## src/design/flash_isp_cfg.svh

```systemverilog
// Purpose: Offsets, field positions, reset values and counts for flash_isp_boot_control
// Assumes: Avalon-MM byte addresses, one 32-bit word per register, data in bits 7:0
// Notes:   Definitions only
//
// Notes on behaviour
// - Eight-bit write byte register, reachable by software
// - Pulse width follows pulse select register value
// - Reset loads pulse select with 01111011
// - Flash write/erase only while executing boot ROM
// - Jump-to-boot enters boot ROM only when unlocked
// - Unlock only when bits 7:2 equal 100110
// - Unlock lasts exactly eight instruction cycles
// - Mismatch leaves unlock clear, jump stays in flash
// - Breakpoint in emulation freezes unlock counter
// - Unlock counter keeps running during interrupts
// - High-voltage pin at reset forces boot ROM 0000
// - Ordinary reset follows exit bit, flash 0000
// - Forced entry never alters exit or security bits
// - High voltage: load clock out, pin reads one
// - Wait pin low, debounce, then enable serial
// - Exit bit 1 starts flash, 0 starts boot ROM
`ifndef FLASH_ISP_CFG_SVH
`define FLASH_ISP_CFG_SVH

`define OFS_WRITE_BYTE   4'h0
`define OFS_PULSE_SEL    4'h4
`define OFS_UNLOCK_CODE  4'h8
`define OFS_STATUS       4'hc

`define PULSE_SEL_RESET  8'h7b
`define UNLOCK_PATTERN   6'h26
`define UNLOCK_CYCLES    4'h8
`define START_ADDR       16'h0000

// mclk cycles per instruction cycle, and debounce length in instruction cycles
`define INSTR_CLKS       4'ha
`define DEBOUNCE_CYCLES  4'h4

`define ST_UNLOCK        0
`define ST_REFUSED       1
`define ST_BUSY          2
`define ST_IN_BOOT       3
`define ST_FORCED        4
`define ST_SERIAL_EN     5

`endif

```

## src/design/flash_isp_pkg.sv

```systemverilog
// Purpose: Types shared by the flash ISP boot control block
// Assumes: Nothing beyond SystemVerilog packages
// Notes:   Constants live in flash_isp_cfg.svh
package flash_isp_pkg;

    // CPU-side events, each a one-cycle pulse except the two levels
    typedef struct packed {
        logic jumpToBoot;
        logic returnToFlash;
        logic progStart;
        logic emulMode;
        logic breakpoint;
    } cpu_evt_s;

    // Execution answer to the CPU
    typedef struct packed {
        logic        inBoot;
        logic        jumpBoot;
        logic        jumpFlash;
        logic [15:0] startAddr;
    } exec_s;

    typedef enum logic [1:0] {
        PS_IDLE  = 2'b01,
        PS_PULSE = 2'b10
    } prog_state_e;

endpackage

```

## src/design/flash_isp_boot_control.sv

```systemverilog
// Purpose: Write byte and pulse width registers, keyed boot ROM entry, forced boot entry
// Assumes: One clock mclk at 50 MHz, synchronous active-low rstn, inputs synchronous
// Notes:   Registers over Avalon-MM; every access gets exactly one wait state
//
// The Avalon-MM register port and the address map were decided locally.
`timescale 1ns/100ps
`include "flash_isp_cfg.svh"

module flash_isp_boot_control (
    // Clock and reset
    input  wire logic                   mclk,
    input  wire logic                   rstn,
    // Avalon-MM slave
    input  wire logic [3:0]             address,
    input  wire logic                   read,
    input  wire logic                   write,
    input  wire logic [3:0]             byteenable,
    input  wire logic [31:0]            writedata,
    output logic      [31:0]            readdata,
    output logic                        waitrequest,
    // CPU core
    input  wire flash_isp_pkg::cpu_evt_s cpuEvt,
    output flash_isp_pkg::exec_s        execOut,
    // Flash array and option bits
    input  wire logic                   flashExitBit,
    output logic [7:0]                  programWriteByte,
    output logic [6:0]                  pulseWidthCode,
    output logic                        progPulse,
    output logic                        progDone,
    // Pins
    input  wire logic                   forcedBootHv,
    input  wire logic                   forcedBootPinIn,
    output logic                        forcedBootPinLevel,
    output logic                        loadClockOut,
    output logic                        loadClockOe,
    output logic                        serialEnable
);
    import flash_isp_pkg::*;

    logic [7:0]  writeByte_r;
    logic [7:0]  pulseSel_r;
    logic        unlock_r;
    logic [3:0]  unlockCnt_r;
    logic [3:0]  divCnt_r;
    logic        instrTick_r;
    logic        started_r;
    logic        inBoot_r;
    logic        forced_r;
    logic        jumpBoot_r;
    logic        jumpFlash_r;
    logic        refused_r;
    prog_state_e progState_r;
    logic [6:0]  pulseCnt_r;
    logic        progDone_r;
    logic        loadClk_r;
    logic        pinLevel_r;
    logic [3:0]  debCnt_r;
    logic        serialEn_r;
    logic        waitReq_r;
    logic [31:0] rdata_r;
    logic        busReq;
    logic        wrTake;
    logic        unlockMatch;
    logic        freeze;
    logic [7:0]  statusWord;

    // ------------------------------------------------------------------
    // Bus slave
    // ------------------------------------------------------------------
    // One wait state: request seen with waitrequest high, answered next edge
    assign busReq      = read | write;
    assign wrTake      = write & ~waitReq_r & byteenable[0];
    assign unlockMatch = wrTake && address == `OFS_UNLOCK_CODE
                         && writedata[7:2] == `UNLOCK_PATTERN;
    assign statusWord  = {2'h0, serialEn_r, forced_r, inBoot_r,
                          progState_r == PS_PULSE, refused_r, unlock_r};

    always_ff @(posedge mclk) begin
        if (!rstn) begin
            waitReq_r <= 1'b1;
        end else begin
            waitReq_r <= !(busReq && waitReq_r);
        end
    end

    always_ff @(posedge mclk) begin
        if (!rstn) begin
            rdata_r <= 32'h0;
        end else if (read && waitReq_r) begin
            unique case (address)
                `OFS_WRITE_BYTE: rdata_r <= {24'h0, writeByte_r};
                `OFS_PULSE_SEL:  rdata_r <= {24'h0, 1'b0, pulseSel_r[6:0]};
                `OFS_STATUS:     rdata_r <= {24'h0, statusWord};
                default:         rdata_r <= 32'h0;
            endcase
        end
    end

    // ------------------------------------------------------------------
    // Write byte and pulse width registers
    // ------------------------------------------------------------------
    // Reset value of the write byte is unspecified; zero keeps outputs defined
    always_ff @(posedge mclk) begin
        if (!rstn) begin
            writeByte_r <= 8'h0;
        end else if (wrTake && address == `OFS_WRITE_BYTE) begin
            writeByte_r <= writedata[7:0];
        end
    end

    always_ff @(posedge mclk) begin
        if (!rstn) begin
            pulseSel_r <= `PULSE_SEL_RESET;
        end else if (wrTake && address == `OFS_PULSE_SEL) begin
            pulseSel_r <= {1'b0, writedata[6:0]};
        end
    end

    // ------------------------------------------------------------------
    // Instruction cycle divider
    // ------------------------------------------------------------------
    always_ff @(posedge mclk) begin
        if (!rstn) begin
            divCnt_r    <= 4'h0;
            instrTick_r <= 1'b0;
        end else begin
            instrTick_r <= divCnt_r == `INSTR_CLKS - 4'h1;
            divCnt_r    <= (divCnt_r == `INSTR_CLKS - 4'h1) ? 4'h0 : divCnt_r + 4'h1;
        end
    end

    // ------------------------------------------------------------------
    // Boot unlock
    // ------------------------------------------------------------------
    // Interrupts do not gate the count, so an unlock can lapse inside an ISR
    assign freeze = cpuEvt.emulMode & cpuEvt.breakpoint;

    always_ff @(posedge mclk) begin
        if (!rstn) begin
            unlock_r    <= 1'b0;
            unlockCnt_r <= 4'h0;
        end else if (unlockMatch) begin
            unlock_r    <= 1'b1;
            unlockCnt_r <= `UNLOCK_CYCLES;
        end else if (unlock_r && instrTick_r && !freeze) begin
            unlockCnt_r <= unlockCnt_r - 4'h1;
            unlock_r    <= unlockCnt_r != 4'h1;
        end
    end

    always_ff @(posedge mclk) begin
        if (!rstn) begin
            jumpBoot_r  <= 1'b0;
            jumpFlash_r <= 1'b0;
        end else begin
            jumpBoot_r  <= cpuEvt.jumpToBoot & unlock_r;
            jumpFlash_r <= cpuEvt.jumpToBoot & ~unlock_r;
        end
    end

    // ------------------------------------------------------------------
    // Execution space and reset entry
    // ------------------------------------------------------------------
    // Option bits are only read here; nothing in this block can change them
    always_ff @(posedge mclk) begin
        if (!rstn) begin
            started_r <= 1'b0;
            inBoot_r  <= 1'b0;
            forced_r  <= 1'b0;
        end else if (!started_r) begin
            started_r <= 1'b1;
            forced_r  <= forcedBootHv;
            inBoot_r  <= forcedBootHv | ~flashExitBit;
        end else if (jumpBoot_r) begin
            inBoot_r <= 1'b1;
        end else if (cpuEvt.returnToFlash) begin
            inBoot_r <= 1'b0;
        end
    end

    // ------------------------------------------------------------------
    // Program / erase timing pulse
    // ------------------------------------------------------------------
    always_ff @(posedge mclk) begin
        if (!rstn) begin
            progState_r <= PS_IDLE;
            pulseCnt_r  <= 7'h0;
            progDone_r  <= 1'b0;
        end else begin
            progDone_r <= 1'b0;
            unique case (progState_r)
                PS_IDLE: if (cpuEvt.progStart && inBoot_r) begin
                    progState_r <= PS_PULSE;
                    pulseCnt_r  <= (pulseSel_r[6:0] == 7'h0) ? 7'h1 : pulseSel_r[6:0];
                end
                PS_PULSE: if (instrTick_r) begin
                    pulseCnt_r <= pulseCnt_r - 7'h1;
                    if (pulseCnt_r == 7'h1) begin
                        progState_r <= PS_IDLE;
                        progDone_r  <= 1'b1;
                    end
                end
            endcase
        end
    end

    // Sticky refusal of a start outside boot ROM; a new refusal beats the clear
    always_ff @(posedge mclk) begin
        if (!rstn) begin
            refused_r <= 1'b0;
        end else if (cpuEvt.progStart && !inBoot_r) begin
            refused_r <= 1'b1;
        end else if (wrTake && address == `OFS_STATUS && writedata[`ST_REFUSED]) begin
            refused_r <= 1'b0;
        end
    end

    // ------------------------------------------------------------------
    // Forced boot pin and serial enable
    // ------------------------------------------------------------------
    always_ff @(posedge mclk) begin
        if (!rstn) begin
            loadClk_r  <= 1'b0;
            pinLevel_r <= 1'b0;
        end else begin
            pinLevel_r <= forcedBootHv | forcedBootPinIn;
            if (!forcedBootHv) begin
                loadClk_r <= 1'b0;
            end else if (instrTick_r) begin
                loadClk_r <= ~loadClk_r;
            end
        end
    end

    always_ff @(posedge mclk) begin
        if (!rstn) begin
            debCnt_r   <= 4'h0;
            serialEn_r <= 1'b0;
        end else if (!forced_r || serialEn_r) begin
            debCnt_r <= 4'h0;
        end else if (pinLevel_r) begin
            debCnt_r <= 4'h0;
        end else if (instrTick_r) begin
            debCnt_r <= debCnt_r + 4'h1;
            if (debCnt_r == `DEBOUNCE_CYCLES - 4'h1) begin
                serialEn_r <= 1'b1;
            end
        end
    end

    // ------------------------------------------------------------------
    // Outputs
    // ------------------------------------------------------------------
    assign readdata           = rdata_r;
    assign waitrequest        = waitReq_r;
    assign execOut            = '{inBoot: inBoot_r, jumpBoot: jumpBoot_r,
                                  jumpFlash: jumpFlash_r, startAddr: `START_ADDR};
    assign programWriteByte   = writeByte_r;
    assign pulseWidthCode     = pulseSel_r[6:0];
    assign progPulse          = progState_r[1];
    assign progDone           = progDone_r;
    assign forcedBootPinLevel = pinLevel_r;
    assign loadClockOut       = loadClk_r;
    assign loadClockOe        = forced_r;
    assign serialEnable       = serialEn_r;

    logic [3:0] tickSeen_r;
    always_ff @(posedge mclk) begin
        if (!rstn || unlockMatch) begin
            tickSeen_r <= 4'h0;
        end else if (unlock_r && instrTick_r && !freeze) begin
            // Frozen ticks do not count toward the unlock length
            tickSeen_r <= tickSeen_r + 4'h1;
        end
    end
endmodule

```

## config.mk

```make
export PLATFORM = sky130hd
export DESIGN_NAME = flash_isp_boot_control
export DESIGN_NICKNAME = d
export VERILOG_FILES = /design/src/design/flash_isp_pkg.sv /design/src/design/flash_isp_boot_control.sv
export VERILOG_INCLUDE_DIRS = /design/src /design/src/design
export SDC_FILE = /design/constraint.sdc
export NUM_CORES = 1
export LEC_CHECK = 0
export BUFFER_PORTS_ARGS = -buffer_cell sky130_fd_sc_hd__buf_2
export CAP_MARGIN = 0
export CORE_UTILIZATION = 40
export CTS_CLUSTER_SIZE = 20
export DETAILED_ROUTE_END_ITERATION = 12
export HOLD_SLACK_MARGIN = 0.12
export PLACE_DENSITY_LB_ADDON = 0.05
export SLEW_MARGIN = 25
export SYNTH_ARGS = -nofsm -noshare
export SYNTH_HDL_FRONTEND = slang
export SYNTH_SLANG_ARGS = --single-unit
```

## constraint.sdc

```tcl
create_clock -name mclk -period 1.8 [get_ports mclk]
set_input_delay 0.36 -clock mclk [delete_from_list [all_inputs] [get_ports mclk]]
set_output_delay 0.36 -clock mclk [all_outputs]
set_load 0.01 [all_outputs]
```

==> results of run 1 <==
-- final timing paths --
| path | from | endpoint | cells past startpoint |
|---|---|---|---|
| setup / recovery | pulseCnt_r[3] | progState_r[1] | 4 |
| hold / removal | forcedBootPinIn | forcedBootPinLevel | 3 |
| setup reg to reg | pulseCnt_r[3] | progState_r[1] | 4 |
| hold reg to reg | readdata[7] | readdata[7] | 2 |
-- power by group through the flow --
stage | Clock [W] | Combinational, W | Sequential, W
after floorplan | 0 | 0.000306 | 0.00138
after global placement | 0 | 0.000350 | 0.00138
after detailed placement | 0 | 0.000351 | 0.00138
after CTS | 0.00120 | 0.000352 | 0.00135
after global routing | 0.00126 | 0.000398 | 0.00136
final | 0.00116 | 0.000350 | 0.00135
-- synth_stat cells, types with 2 or more instances --
| cell type | n | area, sq um |
|---|---|---|
| mux2i_1 | 25 | 250 |
| xor2_1 | 4 | 35.0 |
| and3_1 | 3 | 18.8 |
| clkbuf_1 | 7 | 26.3 |
| nand3_1 | 7 | 35.0 |
| buf_2 | 3 | 15.0 |
| nand4_1 | 5 | 31.3 |
| o2bb2ai_1 | 7 | 61.3 |
| nor4bb_1 | 3 | 30.0 |
| nand2_1 | 21 | 78.8 |
| nand2b_1 | 3 | 18.8 |
| and2_1 | 2 | 12.5 |
| buf_4 | 46 | 345 |
| a21oi_1 | 18 | 90.1 |
| nor3_1 | 6 | 30.0 |
| ha_1 | 7 | 87.6 |
| dfxtp_1 | 57 | 1140 |
| xnor2_1 | 3 | 26.3 |
| a22oi_1 | 7 | 52.6 |
| nand4b_1 | 2 | 17.5 |
| or3_1 | 2 | 12.5 |
| nor2_1 | 37 | 139 |
| o211ai_1 | 4 | 30.0 |
| o21a_1 | 2 | 15.0 |
| nor2b_1 | 4 | 25.0 |
| o21ai_0 | 3 | 15.0 |
| inv_1 | 9 | 33.8 |
-- worst max-delay path, stage by stage, from the launching register on --
cell	delay, ns
dfxtp_1	0.35
or3_1	0.42
nor3_2	0.21
nand4b_1	0.17
and3_1	0.20
-- routing by layer --
layer / part of all wire [%] / wire [um]
met4: 1.0 / 66
met3: 4.7 / 298
met1: 47 / 2960
met5: 0 / 0
met2: 47 / 2990
-- area by class of cell --
class / count / area (sq um)
Tap cell: 96 / 120
Clock buffer: 13 / 149
Clock inverter: 3 / 40.0
Inverter: 10 / 37.5
Timing Repair Buffer: 66 / 365
Fill cell: 702 / 3570
Sequential cell: 57 / 1140
Multi-Input combinational cell: 233 / 1440
-- kinds of logic after synthesis --
family	after synthesis	share of synthesized area, %
XOR/XNOR	7	2.14
AND/OR/NAND/NOR	104	18.3
AO/OA/AOI/OAI	49	12.5
multiplexers	26	9.13
adder cells (fa/ha/maj)	7	3.06
buffers and inverters	66	14.8
other	1	0.131
flip-flops	57	39.9
-- flip-flops by register name (all words and copies together) (netlist names), 2 cells and up --
register          cells
debCnt_r              4
divCnt_r              4
progState_r           2
programWriteByte      8
pulseCnt_r            7
pulseSel_r            7
readdata              8
unlockCnt_r           4
-- placed cells by master (no fill, tap or decap), types with 3 or more instances in the layout --
cell and instances:
a21oi_1 18, a22oi_1 7, and3_1 3, buf_2 57
buf_4 8, clkbuf_1 3, clkbuf_8 10, conb_1 40
dfxtp_1 57, ha_1 7, inv_1 9, mux2i_1 25
nand2_1 21, nand2b_1 3, nand3_1 7, nand4_1 5
nor2_1 37, nor2b_1 4, nor3_1 6, nor4bb_1 3
o211ai_1 4, o21ai_0 3, o2bb2ai_1 7, xnor2_1 3
xor2_1 4
-- metrics by stage --
| stage | total power (W) | std cells |
|---|---|---|
| CTS | 0.00291 | 478 |
| global route | 0.00302 | 478 |
| detailed placement | 0.00173 | 462 |
| global placement | 0.00173 | 462 |
| floorplan | 0.00168 | 356 |
| finish | 0.00287 | 478 |
==> flow_summary.yaml, run 1 <==
die:
  io_pins: 125
  core-area_sq_um: 6870
  die_w_um: 86.6
  rows: 30
  die_h_um: 86.6
  die_area_sq_um: 7500
  start_util_pct: 41.7
logic_synthesis:
  async_reset_ff_share_pct: 0
  synthesis.area_sq_um: 2860
  postSynthAreaPerCell_sq_um: 9.03
  ys_types: 47
  ys_warn_count: 0
  synth_edf_count: 0
  synth-main-ff-cell: "dfxtp_1"
  ys_ff_latch: 57
  synthCells: 317
  synth_seq_area_share_pct: 39.9
sta:
  fmax_mhz: 689
  min_period_ns: 1.45
  timing.final.ws_setup_ns: 0.348
  maxSlewHeadroom_pct: 63.5
  tightest_slew_ns: 0.548
  skew_ns: 0.00742
  finalMaxSlewViolations: 0
  timing.hold.ws_ns: 0.226
  finalSetupTns_ns: 0
  rsz0062_at_grt: "no"
  setup_violations: 0
  hold_viol: 0
  min_period_over_period_pct: 80.6
detailed_routing:
  firstDrtPassIters: 4
  routedWlPerCell_um: 13.2
  routed_wl_um: 6320
  viasPerCell: 4.76
  drc: 0
  drt_iter0_markers: 93
  vias: 2274
  antenna_left: 0
pwr:
  netSwitchingPower_w: 0.000749
  p_int_w: 0.00212
  vdd_drop_max_mv: 0.377
  p_comb_share_pct: 12.2
  clock_power_share_pct: 40.6
  leakagePower_nw: 1.50
  swShare_pct: 26.1
  power.density_nw_per_um2: 870
  seq_power_share_pct: 47.2
global_routing:
  grt_pass1_wl_um: 9940
  use_met1_pct: 23.1
  grt_start_max_net_pins: 32
  antenna_found_initial: 0
  grt_pass1_vias: 2024
  grt_overflow: 0
  use_met2_pct: 27.4
  busiest_layer: "met2"
  grt.total_usage_pct: 17.7
  use_met3_pct: 5.81
placement:
  dp_hpwl_um: 4630
  pre_cts_slack_ns: 0.211
  gp_congestion: 0.747
  io_buffer_count: 57
  place_area_sq_um: 3110
clocking:
  postCtsSetupRepairBufs: 0
  cts-root-buf: "clkbuf_8"
  cts_resized: 0
  postCtsHoldBufs: 0
  ctsLongestPathBuffers: 2
  cts_tree: "built"
  worstSkewPairLatency_ns: 0.34
  htreeDepth: 3
  clock_sinks: 57
  cts_made_buffers: 9
  clk_pin_slew_ns: 0.06
layout:
  final_area_sq_um: 3300
  fin_util_pct: 48.0
  diodes: 0
  area_delta_synth_final_pct: 15.2
  nets: 436
  drive_gt1_share_pct: 22.8
setup_path:
  startpoint_type: "flip-flop"
  endpoint_kind: "flip-flop"
  reg2reg_slack_ns: 0.35
  required_ns: 2.03
  critPathMaxFanout: 6
  worstPathArrival_ns: 1.68
  crit_type: "flip-flop to flip-flop"
min_path:
  worstHoldPathType: "input pin to flip-flop"
run:
  drv_cap: 0
status:
  status: "finished clean"
Note: power is estimated with default switching activity, not from simulation.
==> run 2: changes to the inputs <==
Settings changed: ABC_AREA from default to 1.
Clock period 1.8 ns to 1.4 ns, I/O delays scaled along.
==> run 2 against run 1 <==
Effect of this change: critical path type unchanged; synthesized area up 4.1%; critical endpoint is now pulseCnt_r[6]; hold slack worse by 0.084 ns; first-iteration DRC count up 5.4%; setup slack worse by 0.24 ns; core utilization down 0.34 points.
==> flow_summary.yaml, run 2 <==
clocking:
  cts-root-buf: "clkbuf_8"
  clk_pin_slew_ns: 0.07
  worstSkewPairLatency_ns: 0.33
  ctsLongestPathBuffers: 2
  cts_tree: "built"
  htreeDepth: 3
  clock_sinks: 57
  cts_made_buffers: 9
  postCtsHoldBufs: 0
  postCtsSetupRepairBufs: 0
placement:
  gp_congestion: 0.799
  io_buffer_count: 57
  dp_hpwl_um: 4980
  place_area_sq_um: 3210
die:
  start_util_pct: 41.3
  die_w_um: 88.3
  rows: 31
  die_h_um: 88.3
  die_area_sq_um: 7800
  core-area_sq_um: 7210
  io_pins: 125
setup_path:
  reg2reg_depth: 8
  critPathMaxFanout: 5
  crit_type: "flip-flop to flip-flop"
  required_ns: 1.67
  reg2reg_slack_ns: 0.11
  crit_end: "pulseCnt_r[6]"
  critPathLaunch: "pulseCnt_r[0]"
  worstPathArrival_ns: 1.56
  rr_startpoint: "pulseCnt_r[0]"
  endpoint_kind: "flip-flop"
  reg2reg_to: "pulseCnt_r[6]"
  startpoint_type: "flip-flop"
pwr:
  power.density_nw_per_um2: 1150
  leakagePower_nw: 1.68
  vdd_drop_max_mv: 0.580
  finalPower_w: 0.00396
sta:
  finalMaxSlewViolations: 0
  min_period_ns: 1.29
  fmax_mhz: 777
  min_period_over_period_pct: 92.0
  setup_violations: 0
  skew_ns: 0.00686
  hold_viol: 0
detailed_routing:
  antenna_left: 0
  routedWlPerCell_um: 11.8
  viasPerCell: 4.54
  firstDrtPassIters: 6
  vias: 2563
  drt_iter0_markers: 98
  drc: 0
  routed_wl_um: 6630
run:
  drv_cap: 0
global_routing:
  grt_pass1_wl_um: 10800
  antenna_found_initial: 0
  grt_start_max_net_pins: 29
  grt_pass1_vias: 2213
  grt_overflow: 0
  grt.total_usage_pct: 18.4
logic_synthesis:
  ys_warn_count: 0
  synth.top_cells.by_count: "70 x nand2_1, 57 x dfxtp_1, 53 x nor2_1"
  ys_types: 38
  synthCells: 397
  synth_edf_count: 0
  postSynthAreaPerCell_sq_um: 7.50
  synth-main-ff-cell: "dfxtp_1"
  async_reset_ff_share_pct: 0
  synthesis.area_sq_um: 2980
  synth_top_area_share_pct: 38.3
  yosysMostFrequentCell: "nand2_1"
  yosysTopAreaCell: "dfxtp_1"
  ys_ff_latch: 57
  ys_top_cells_by_area: "dfxtp_1 38%, buf_4 12%, nand2_1 8.8%"
  synth_seq_area_share_pct: 38.3
layout:
  layout_commonest_cell: "nand2_1"
  diodes: 0
  final_area_sq_um: 3440
  area_delta_synth_final_pct: 15.4
  nets: 519
  layout_common_cells: "70 x nand2_1, 57 x dfxtp_1, 57 x buf_2"
  drive_gt1_share_pct: 22.6
min_path:
  worstHoldPathType: "input pin to flip-flop"
status:
  status: "finished clean"
## run 2: cell count changes after synthesis, sizes merged, moves of 7 or more
| cell | change |
|---|---|
| a22oi | -7 |
| inv | +25 |
| mux2i | -25 |
| nand2 | +52 |
| nand3 | +28 |
| nor2 | +22 |
| o21ai | +16 |
| o2bb2ai | -7 |
## run 2: critical path, stage by stage, from the launching register on
cell	delay (ns)
dfxtp_1	0.33
inv_1	0.13
ha_2	0.23
inv_1	0.04
nor2_1	0.12
nand4_1	0.10
nand3_1	0.10
nand2_1	0.06
a21oi_1	0.11
## run 2: metal layers
layer	global-route usage, %	share of wire [%]	up-vias
met5	0	0	-
met4	4.84	0.95	0
met3	6.34	4.5	7
met2	29.2	47	63
met1	23.9	48	1160
li1	-	-	1333
## run 2: worst min-delay path by stage
stage | start | end | slack (ns) | cells after the start
finish | flashExitBit | inBoot_r | 0.14 | 2
global route | flashExitBit | inBoot_r | 0.13 | 2
CTS | flashExitBit | inBoot_r | 0.13 | 2
detailed placement | waitrequest | waitrequest | 0.44 | 1
global placement | waitrequest | waitrequest | 0.44 | 1
floorplan | rstn | started_r | 0.31 | 0
## run 2: metrics by stage
stage                     worst slack, ns  instances   TNS [ns]  hold slack (ns)  util, %
final                               0.113        564          0            0.142     47.7
after global routing            -0.000680        564  -0.000680            0.128     47.7
after CTS                          0.0922        564          0            0.132     47.6
after detailed placement           0.0563        548          0            0.440     44.5
after global placement             0.0589        548          0            0.441     44.5
after floorplan                     0.235        436          0            0.308        -
## run 2: cell families after synthesis
kind of cell / Yosys count / share of synthesized area (%)
compound gates: 53 / 10.3
xor+xnor: 3 / 0.882
fa+ha+maj: 7 / 2.94
buf+inv: 89 / 18.0
flops: 57 / 38.3
other cells: 1 / 0.126
simple gates: 187 / 29.4
## run 2: power by group
part	internal [W]	total, W	leakage (nW)	switching (W)
Combinational	0.000160	0.000469	1.10	0.000309
Clock	0.00109	0.00175	0.115	0.000662
Sequential	0.00168	0.00174	0.465	0.0000515
Total	0.00294	0.00396	1.68	0.00102
## run 2: area by class of cell
class | instances | area [sq um]
fill | 770 | 3780
multi-input combinational | 290 | 1450
sequential | 57 | 1140
timing repair buffer | 66 | 353
clock buffer | 11 | 151
inverter | 36 | 140
tap | 99 | 124
clock inverter | 5 | 77.6
## run 2: what timing repair did
action                                  in CTS  in global routing
hold endpoints to repair                     0                  0
gates resized for setup                      0                  1
endpoints found under the setup margin       0                  1
==> run 3: changes to the inputs <==
==> constraint.sdc (replaced) <==
create_clock -name mclk -period 1.4 [get_ports mclk]
set_input_delay 0.21 -clock mclk [delete_from_list [all_inputs] [get_ports mclk]]
set_output_delay 0.21 -clock mclk [all_outputs]
set_load 0.01 [all_outputs]
==> run 3 against run 2 <==
Effect of this change: register-to-register slack improved by 0.02 ns; sequential power barely moved; non-clock buffer count increased by 8; sequential share of layout area down 0.63 points; setup slack worse by 0.0097 ns; clock skew increased by 0.0014 ns; critical endpoint is now waitrequest; highest routed layer unchanged.
==> flow_summary.yaml, run 3 (synthesis results as in run 2) <==
setup_path:
  crit_top_cell: "dlygate4sd3_1"
  crit_buf_inv: 3
  startpoint_type: "input pin"
  endpoint_kind: "flip-flop"
  reg2reg_slack_ns: 0.13
  required_ns: 1.68
  max_stage_delay_ns: 0.56
  crit_type: "input pin to flip-flop"
  worstPathArrival_ns: 1.57
  critPathMaxFanout: 2
  cpMaxStageDelayCell: "dlygate4sd3_1"
  path_delay_family: "buffers and inverters"
  worstPathCellList: "dlygate4sd3_1 -> buf_2 -> o211ai_1 -> dlygate4sd3_1"
placement:
  place_area_sq_um: 3200
  gp_congestion: 0.797
  io_buffer_count: 57
  place_inst: 547
  dp_hpwl_um: 5080
layout:
  layout_common_cells: "70 x nand2_1, 57 x dfxtp_1, 57 x buf_2"
  diodes: 0
  nets: 527
  layout_commonest_cell: "nand2_1"
  drive_gt1_share_pct: 21.8
  stdcell_count: 572
  final_area_sq_um: 3500
  area_delta_synth_final_pct: 17.6
global_routing:
  grt_overflow: 0
  grt_pass1_wl_um: 11000
  grt_pass1_vias: 2306
  grt_start_max_net_pins: 29
  grt.total_usage_pct: 18.7
  antenna_found_initial: 0
clocking:
  cts_tree: "built"
  cts_made_buffers: 9
  postCtsSetupRepairBufs: 0
  htreeDepth: 3
  ctsLongestPathBuffers: 2
  clock_sinks: 57
  cts-root-buf: "clkbuf_8"
  worstSkewPairLatency_ns: 0.33
  clk_pin_slew_ns: 0.07
detailed_routing:
  viasPerCell: 4.50
  firstDrtPassIters: 6
  vias: 2575
  drt_iter0_markers: 71
  routedWlPerCell_um: 11.7
  routed_wl_um: 6700
  drc: 0
  antenna_left: 0
die:
  die_area_sq_um: 7800
  core-area_sq_um: 7210
  die_h_um: 88.3
  rows: 31
  die_w_um: 88.3
  start_util_pct: 41.3
  io_pins: 125
sta:
  min_period_ns: 1.30
  skew_ns: 0.00821
  setup_violations: 0
  fmax_mhz: 771
  rsz0062_at_grt: "no"
  hold_viol: 0
  min_period_over_period_pct: 92.6
  finalSetupTns_ns: 0
  finalMaxSlewViolations: 0
pwr:
  power.density_nw_per_um2: 1100
  leakagePower_nw: 1.70
  vdd_drop_max_mv: 0.607
  finalPower_w: 0.00387
min_path:
  worstHoldPathType: "input pin to flip-flop"
status:
  status: "finished clean"
run:
  drv_cap: 0
## run 3: area by class of cell
| class | instances | area [sq um] |
|---|---|---|
| sequential | 57 | 1140 |
| clock buffer | 12 | 165 |
| fill | 779 | 3710 |
| timing repair buffer | 74 | 435 |
| clock inverter | 4 | 50.0 |
| inverter | 36 | 140 |
| multi-input combinational | 290 | 1450 |
| tap | 99 | 124 |
## run 3: final timing paths
kind,start,end,cells after the start
min,writedata[3],pulseSel_r[3],3
min reg2reg,readdata[6],readdata[6],2
max,read,waitrequest,4
max reg2reg,pulseCnt_r[0],pulseCnt_r[6],8
## run 3: worst reg2reg max path, delay by kind of cell (launching register included)
| kind | cells | cell delay [ns] |
|---|---|---|
| flip-flops | 1 | 0.33 |
| adder cells (fa/ha/maj) | 1 | 0.23 |
| AND/OR/NAND/NOR | 4 | 0.35 |
| AO/OA/AOI/OAI | 1 | 0.10 |
| buffers and inverters | 2 | 0.18 |
## run 3: report_power, final
group | leakage [nW] | total, W | internal, W | switching [W]
Combinational | 1.13 | 0.000484 | 0.000174 | 0.000310
Clock | 0.105 | 0.00165 | 0.000964 | 0.000688
Sequential | 0.465 | 0.00173 | 0.00168 | 0.0000513
Total | 1.70 | 0.00387 | 0.00282 | 0.00105
## run 3: routing by layer
| layer | share of wire [%] | up-vias | track usage, % | wire length [um] |
|---|---|---|---|---|
| met5 | 0 | - | 0 | 0 |
| met4 | 1.6 | 0 | 7.92 | 107 |
| met3 | 4.0 | 9 | 4.01 | 267 |
| met1 | 48 | 1156 | 24.3 | 3210 |
| li1 | - | 1348 | - | - |
| met2 | 47 | 62 | 30.1 | 3120 |
## run 3: what timing repair did
action,CTS,global route
endpoints found under the hold margin,8,0
gates resized for setup,0,0
hold buffers,9,0
## run 3: per-stage QoR
| step | worst slack [ns] | hold slack (ns) | util (%) |
|---|---|---|---|
| after global placement | 0.147 | 0.423 | 44.3 |
| final | 0.103 | 0.138 | 48.6 |
| after global routing | 0.0148 | 0.134 | 48.6 |
| after detailed placement | 0.123 | 0.419 | 44.3 |
| after CTS | 0.120 | 0.120 | 48.6 |
| after floorplan | 0.235 | 0.238 | - |
